## config.mk

```make
export PLATFORM = sky130hd
export DESIGN_NAME = sao_alert_regs
export DESIGN_NICKNAME = d
export VERILOG_FILES = /design/src/design/sao_pkg.sv /design/src/design/sao_alert_regs.sv
export VERILOG_INCLUDE_DIRS = /design/src /design/src/design
export SDC_FILE = /design/constraint.sdc
export NUM_CORES = 1
export LEC_CHECK = 0
export ABC_AREA = 1
export BUFFER_PORTS_ARGS = -buffer_cell sky130_fd_sc_hd__buf_2
export CAP_MARGIN = 20
export CORE_ASPECT_RATIO = 1.1
export CORE_UTILIZATION = 50
export DETAILED_ROUTE_END_ITERATION = 8
export GPL_TIMING_DRIVEN = 0
export PLACE_DENSITY_LB_ADDON = 0.05
export SLEW_MARGIN = 20
export SYNTH_ARGS = -nofsm -noshare
export SYNTH_HDL_FRONTEND = slang
export SYNTH_SLANG_ARGS = --single-unit
```

## constraint.sdc

```tcl
create_clock -name clk_sys -period 2.6 [get_ports clk_sys]
set_input_delay 0.13 -clock clk_sys [delete_from_list [all_inputs] [get_ports clk_sys]]
set_output_delay 0.13 -clock clk_sys [all_outputs]
set_load 0.03 [all_outputs]
```

## src/design/sao_consts.svh

```systemverilog
// Offsets, field positions, reset values and scaling shifts of the alert,
// trim and limit register group.
// Assumes it is included once per compilation unit by its bare name.
`ifndef SAO_CONSTS_SVH
`define SAO_CONSTS_SVH

// Register offsets on the byte-wide register port.
`define SAO_OFS_TEMP_LO 8'h00
`define SAO_OFS_TEMP_HI 8'h01
`define SAO_OFS_HUMID_LO 8'h02
`define SAO_OFS_HUMID_HI 8'h03
`define SAO_OFS_STATUS 8'h04
`define SAO_OFS_ENABLES 8'h07
`define SAO_OFS_TEMP_TRIM 8'h08
`define SAO_OFS_HUMID_TRIM 8'h09
`define SAO_OFS_TEMP_FLOOR 8'h0a
`define SAO_OFS_TEMP_CEIL 8'h0b
`define SAO_OFS_HUMID_FLOOR 8'h0c

// Bit positions shared by the enable and status registers.
`define SAO_BIT_CONV_DONE 7
`define SAO_BIT_TEMP_ABOVE 6
`define SAO_BIT_TEMP_BELOW 5
`define SAO_BIT_HUM_ABOVE 4
`define SAO_BIT_HUM_BELOW 3
`define SAO_EN_MASK 8'hf8

// Reset values.
`define SAO_RST_ENABLES 8'h00
`define SAO_RST_TRIM 8'h00
`define SAO_RST_FLOOR 8'h00
`define SAO_RST_CEIL 8'hff

// Left shift that places trim bit 0 on the result code weight.
`define SAO_TEMP_TRIM_SHIFT 6
`define SAO_HUMID_TRIM_SHIFT 7

`endif

```

## src/design/sao_pkg.sv

```systemverilog
// Types shared by the alert, trim and limit register group.
// Assumes nothing beyond a SystemVerilog compiler.
package sao_pkg;
  typedef logic [7:0] sao_byte_t;
  typedef logic [15:0] sao_word_t;
  typedef logic [4:0] sao_src_t;
endpackage

```

## src/design/sao_alert_regs.sv

```systemverilog
// Alert source enables, offset trims and alert limits of a humidity and
// temperature sensor, with the status flags and alert pin they steer.
// Assumes a byte register port fed by the serial bus front end, and raw
// conversion results that arrive with one-cycle valid pulses.
`include "sao_consts.svh"

module sao_alert_regs
  import sao_pkg::*;
(
  input wire logic clk_sys,
  input wire logic resetn,
  input wire logic [7:0] reg_addr,
  input wire logic reg_wr,
  input wire logic [7:0] reg_wdata,
  input wire logic reg_rd,
  output logic [7:0] reg_rdata,
  input wire logic [15:0] temp_raw,
  input wire logic temp_raw_valid,
  input wire logic [15:0] humid_raw,
  input wire logic humid_raw_valid,
  input wire logic [7:0] hum_ceiling_limit,
  input wire logic pin_enable,
  input wire logic pin_active_high,
  input wire logic pin_comparator,
  output logic [15:0] temp_result,
  output logic [15:0] humid_result,
  output logic conv_done_flag,
  output logic temp_above_flag,
  output logic temp_below_flag,
  output logic hum_above_flag,
  output logic hum_below_flag,
  output logic alert_pin,
  output logic alert_pin_oe_n
);

  // Register storage.
  sao_byte_t enables;
  sao_byte_t temp_trim;
  sao_byte_t humid_trim;
  sao_byte_t temp_floor_limit;
  sao_byte_t temp_ceiling_limit;
  sao_byte_t humid_floor_limit;
  sao_src_t flags;
  logic temp_new;
  logic humid_new;

  // Enable bits, named per source.
  wire logic conv_done_irq_en = enables[`SAO_BIT_CONV_DONE];
  wire logic temp_above_irq_en = enables[`SAO_BIT_TEMP_ABOVE];
  wire logic temp_below_irq_en = enables[`SAO_BIT_TEMP_BELOW];
  wire logic hum_above_irq_en = enables[`SAO_BIT_HUM_ABOVE];
  wire logic hum_below_irq_en = enables[`SAO_BIT_HUM_BELOW];

  // Write and read strobes per register.
  wire logic wr_enables = reg_wr && (reg_addr == `SAO_OFS_ENABLES);
  wire logic wr_temp_trim = reg_wr && (reg_addr == `SAO_OFS_TEMP_TRIM);
  wire logic wr_humid_trim = reg_wr && (reg_addr == `SAO_OFS_HUMID_TRIM);
  wire logic wr_temp_floor = reg_wr && (reg_addr == `SAO_OFS_TEMP_FLOOR);
  wire logic wr_temp_ceil = reg_wr && (reg_addr == `SAO_OFS_TEMP_CEIL);
  wire logic wr_humid_floor = reg_wr && (reg_addr == `SAO_OFS_HUMID_FLOOR);
  wire logic rd_status = reg_rd && (reg_addr == `SAO_OFS_STATUS);
  wire logic rd_result = reg_rd && (reg_addr <= `SAO_OFS_HUMID_HI);

  // Trimmed sums: trims are sign extended and shifted to code weight.
  wire logic [17:0] temp_sum = {2'b00, temp_raw} +
    {{4{temp_trim[7]}}, temp_trim, 6'h00};
  wire logic [17:0] humid_sum = {2'b00, humid_raw} +
    {{3{humid_trim[7]}}, humid_trim, 7'h00};

  // Saturate at both ends so a trim never wraps a reading around.
  wire sao_word_t temp_adj = temp_sum[17] ? 16'h0000 :
    (temp_sum[16] ? 16'hffff : temp_sum[15:0]);
  wire sao_word_t humid_adj = humid_sum[17] ? 16'h0000 :
    (humid_sum[16] ? 16'hffff : humid_sum[15:0]);

  // Live threshold conditions on the upper byte of trimmed results.
  wire logic temp_over = temp_result[15:8] > temp_ceiling_limit;
  wire logic temp_under = temp_result[15:8] < temp_floor_limit;
  wire logic hum_over = humid_result[15:8] > hum_ceiling_limit;
  wire logic hum_under = humid_result[15:8] < humid_floor_limit;

  // Set terms per flag, already gated by the source enables.
  wire sao_src_t set_terms = {
    conv_done_irq_en && (temp_new || humid_new),
    temp_above_irq_en && temp_new && temp_over,
    temp_below_irq_en && temp_new && temp_under,
    hum_above_irq_en && humid_new && hum_over,
    hum_below_irq_en && humid_new && hum_under
  };

  // Clear terms: the done flag also clears on any result byte read.
  wire sao_src_t clr_terms = {rd_status || rd_result, {4{rd_status}}};

  // Next flag value; a set in the clear cycle wins.
  wire sao_src_t next_flags = (flags & ~clr_terms) | set_terms;

  // Comparator-mode sources: live enabled compares plus the latched done flag.
  wire sao_src_t live_terms = {
    flags[4],
    temp_above_irq_en && temp_over,
    temp_below_irq_en && temp_under,
    hum_above_irq_en && hum_over,
    hum_below_irq_en && hum_under
  };

  // Pin assertion: latched flags in level mode, live compare otherwise.
  wire logic alert_active = pin_comparator ? (|live_terms) : (|flags);

  // Read data mux; unmapped offsets read zero.
  logic [7:0] next_rdata;
  always_comb begin
    unique case (reg_addr)
      `SAO_OFS_TEMP_LO: next_rdata = temp_result[7:0];
      `SAO_OFS_TEMP_HI: next_rdata = temp_result[15:8];
      `SAO_OFS_HUMID_LO: next_rdata = humid_result[7:0];
      `SAO_OFS_HUMID_HI: next_rdata = humid_result[15:8];
      `SAO_OFS_STATUS: next_rdata = {flags, 3'b000};
      `SAO_OFS_ENABLES: next_rdata = enables;
      `SAO_OFS_TEMP_TRIM: next_rdata = temp_trim;
      `SAO_OFS_HUMID_TRIM: next_rdata = humid_trim;
      `SAO_OFS_TEMP_FLOOR: next_rdata = temp_floor_limit;
      `SAO_OFS_TEMP_CEIL: next_rdata = temp_ceiling_limit;
      `SAO_OFS_HUMID_FLOOR: next_rdata = humid_floor_limit;
      default: next_rdata = 8'h00;
    endcase
  end

  // Enable register keeps only the five source bits.
  always_ff @(posedge clk_sys) begin
    if (!resetn) begin
      enables <= `SAO_RST_ENABLES;
    end else if (wr_enables) begin
      enables <= reg_wdata & `SAO_EN_MASK;
    end
  end

  // Trim registers.
  always_ff @(posedge clk_sys) begin
    if (!resetn) begin
      temp_trim <= `SAO_RST_TRIM;
      humid_trim <= `SAO_RST_TRIM;
    end else begin
      if (wr_temp_trim) begin
        temp_trim <= reg_wdata;
      end
      if (wr_humid_trim) begin
        humid_trim <= reg_wdata;
      end
    end
  end

  // Limit registers.
  always_ff @(posedge clk_sys) begin
    if (!resetn) begin
      temp_floor_limit <= `SAO_RST_FLOOR;
      temp_ceiling_limit <= `SAO_RST_CEIL;
      humid_floor_limit <= `SAO_RST_FLOOR;
    end else begin
      if (wr_temp_floor) begin
        temp_floor_limit <= reg_wdata;
      end
      if (wr_temp_ceil) begin
        temp_ceiling_limit <= reg_wdata;
      end
      if (wr_humid_floor) begin
        humid_floor_limit <= reg_wdata;
      end
    end
  end

  // Trimmed results are captured with their valid pulse, then compared.
  always_ff @(posedge clk_sys) begin
    if (!resetn) begin
      temp_result <= 16'h0000;
      humid_result <= 16'h0000;
      temp_new <= 1'b0;
      humid_new <= 1'b0;
    end else begin
      temp_new <= temp_raw_valid;
      humid_new <= humid_raw_valid;
      if (temp_raw_valid) begin
        temp_result <= temp_adj;
      end
      if (humid_raw_valid) begin
        humid_result <= humid_adj;
      end
    end
  end

  // Status flags.
  always_ff @(posedge clk_sys) begin
    if (!resetn) begin
      flags <= 5'h00;
    end else begin
      flags <= next_flags;
    end
  end

  // Registered read data and pin drive.
  always_ff @(posedge clk_sys) begin
    if (!resetn) begin
      reg_rdata <= 8'h00;
      alert_pin <= 1'b0;
      alert_pin_oe_n <= 1'b1;
    end else begin
      if (reg_rd) begin
        reg_rdata <= next_rdata;
      end
      alert_pin <= pin_active_high ? alert_active : !alert_active;
      alert_pin_oe_n <= !pin_enable;
    end
  end

  // Flag outputs, one per source.
  assign conv_done_flag = flags[4];
  assign temp_above_flag = flags[3];
  assign temp_below_flag = flags[2];
  assign hum_above_flag = flags[1];
  assign hum_below_flag = flags[0];
endmodule

```

==> impl_metrics.json <==
{
  "status": "complete, no violations",
  "max_freq_mhz": 424.1,
  "antenna_found_initial": 0,
  "hold_path_class": "input port to flop",
  "detail-route-antenna-nets": 0,
  "core_area_mm2": 0.01144,
  "max-clock-path-buffers": 2,
  "synth-warning-count": 0,
  "path_common_cell": "nand2_1",
  "wl_um": 18310,
  "synthSimpleGateAreaFrac_pct": 24.32,
  "postCtsSetupRepairBufs": 0,
  "cts-buffers-inserted": 9,
  "synth_compound_area_share_pct": 19.70,
  "fin_area_mm2": 0.006998,
  "place_inst": 1121,
  "fin_crit_ns": 2.358,
  "synthAdderAreaFrac_pct": 11.54,
  "crit_fanout": 10,
  "drive_gt1_share_pct": 16.15,
  "grt_pass1_wl_um": 28850,
  "tightest_slew_ns": 0.5399,
  "ios": 112,
  "syn2layout_area_growth_pct": 19.10,
  "synth_area_per_cell_um2": 6.832,
  "gp_congestion": 0.9986,
  "synth.area.top_cells": "dfxtp_1, nand2_1, ha_1",
  "p_leak_nw": 3.452,
  "crit_arrival_ns": 2.64,
  "p_per_area_mw_per_mm2": 492.9,
  "dpl.hpwl_um": 14620,
  "cts_tree": "done",
  "clkLatencyLatePin_ns": 0.36,
  "relSlewSlack_pct": 63.81,
  "synth_top_family_by_area": "simple AND/OR/NAND/NOR gates",
  "cts_root_buf": "clkbuf_16",
  "critPathLaunchType": "flop",
  "place_worst_setup_slack_ns": 0.09160,
  "ys_types": 39,
  "dr.pass1.iters": 5,
  "netlist_area_mm2": 0.005876,
  "nets": 1104,
  "antenna_cells": 0,
  "globalRouteTotalUtil_pct": 31.41,
  "seq_area_frac_synth_pct": 32.03,
  "slowest_delay_ns": 0.40,
  "start_util_pct": 51.36,
  "synth-xor-area-share_pct": 2.087,
  "yosys_register_bits": 94,
  "grt_max_degree": 17,
  "placed_area_mm2": 0.006619,
  "max-cap-violations": 0,
  "rows": 41,
  "fin_setup_tns_ns": 0,
  "drc": 0,
  "setup_slack_ns": 0.2419,
  "routed_via_density": 5.330,
  "syn_inst": 860,
  "io_buffer_count": 111,
  "hold_viol_final": 0,
  "wl_per_cell_um": 16.04,
  "crit_chain": "ha_1 -> inv_1 -> fa_1 -> nand3b_1 -> nand2_2 -> nand3_1 -> nand2_1 -> nand2_1 -> nand2_1 -> nor2_1 -> nor2_4 -> buf_4 -> o21ai_0 -> o21ai_0",
  "finClkSkew_ns": 0.009776,
  "syn_nets": 978,
  "ir_worst_vdd_uv": 448.7,
  "setup_viol": 0,
  "cp-end-kind": "flop",
  "crit_type": "flop to flop",
  "min_period_over_period_pct": 90.70,
  "cts.clk_slew.worst_paths_ns": 0.07,
  "cts_sinks": 94,
  "drtIter0Drc": 664,
  "dieHeight_um": 115.7,
  "crit_family": "simple AND/OR/NAND/NOR gates",
  "yosysTopAreaCellShare_pct": 32.03,
  "critPathSlowestCell": "fa_1",
  "fin_cells": 1141,
  "dieWidth_um": 105.4,
  "grt_pass1_vias": 5655,
  "cts_max_level": 3,
  "vias": 6082,
  "muxShareOfSynthArea_pct": 0,
  "die-area_mm2": 0.01219,
  "yosys.area.top_type": "dfxtp_1",
  "slew_viol_final": 0,
  "crit_required_ns": 2.88,
  "globalRoute.totalOverflow": 0,
  "crit_buf_inv": 2,
  "rsz0062_at_grt": "false"
}
## cell type report
class                      instances  area, µm²
fill                            1171       4442
multi-input combinational        615       3392
sequential                        94       1882
timing repair buffer             115      595.6
inverter                         127      476.7
clock buffer                      10      239.0
tap                              150      187.7
buffer                            24      132.6
clock inverter                     6      92.59
## metal layers
metal  track usage (%)  vias to the layer above  part of all wire (%)
li1                  -                     3098                     -
met1             41.13                     2683                    45
met2             51.67                      251                    45
met3             4.106                       50                   6.7
met4             14.84                        0                   4.1
met5                 0                        -                     0
## sequential cells by signal (all words and copies together) (netlist names)
signal              flops
humid_trim              8
temp_new                1
reg_rdata               8
temp_trim               8
temp_floor_limit        8
flags                   5
humid_new               1
humid_result           16
enables                 5
humid_floor_limit       8
alert_pin_oe_n          1
alert_pin               1
temp_ceiling_limit      8
temp_result            16
## synthesized netlist by cell type (all sizes together)
cell type and number:
a211oi 1, a21o 2, a21oi 102, a31oi 1
and2 1, buf 13, clkbuf 11, clkinv 1
dfxtp 94, fa 2, ha 51, inv 126
nand2 200, nand3 60, nand3b 1, nand4 9
nor2 44, nor3 10, nor4 3, o211ai 8
o21a 1, o21ai 94, o21bai 2, o22ai 8
or2 1, xnor2 6, xor2 8
## cells by family (layout without fill, tap and decap cells)
family	after synthesis	in the layout
flops	94	94
simple gates	329	329
compound gates	219	219
xor+xnor	14	14
fa+ha+maj	53	53
buf+inv	151	282
## path summary, 6_finish.rpt
kind / cells past startpoint / start / endpoint / slack, ns
min: 3 / humid_raw[6] / humid_result[6] / 0.006
max reg2reg: 14 / humid_trim[0] / humid_result[14] / 0.24
max: 14 / humid_trim[0] / humid_result[14] / 0.24
min reg2reg: 2 / reg_rdata[0] / reg_rdata[0] / 0.47
## where the power goes
group          switching (W)  internal, W  leakage (nW)
clock network       0.000600     0.000875         0.156
logic               0.000299     0.000156          2.53
registers          0.0000440      0.00147         0.765
## stage by stage
step	hold slack [ns]	total power, W	util, %
after floorplan	0.1919	0.001818	-
after global placement	0.2903	0.001994	57.86
after detailed placement	0.2977	0.001997	57.86
after CTS	0.002347	0.003454	61.11
after global routing	0.02390	0.003581	61.17
final	0.006265	0.003449	61.17
## worst register-to-register path: stages, from the launching register on
cell and delay [ns]:
dfxtp_1 0.38, ha_1 0.19, inv_1 0.06, fa_1 0.40, nand3b_1 0.19, nand2_2 0.10, nand3_1 0.07, nand2_1 0.12
nand2_1 0.07, nand2_1 0.08, nor2_1 0.07, nor2_4 0.19, buf_4 0.21, o21ai_0 0.09, o21ai_0 0.07
## cell usage in the layout, fill, tap and decap left out, drive strengths merged, types with 9 or more instances in the layout
| cell | count |
|---|---|
| nand2 | 200 |
| inv | 128 |
| buf | 125 |
| a21oi | 102 |
| dfxtp | 94 |
| o21ai | 94 |
| nand3 | 60 |
| ha | 51 |
| nor2 | 44 |
| clkbuf | 20 |
| nor3 | 10 |
| nand4 | 9 |
## what timing repair did
item / 4_1_cts / 5_1_grt
setup endpoints to repair: 0 / 10
gates resized for setup: 0 / 4
hold buffers: 4 / 0
endpoints found under the hold margin: 4 / 0
Note: power is estimated with default switching activity, not from simulation.
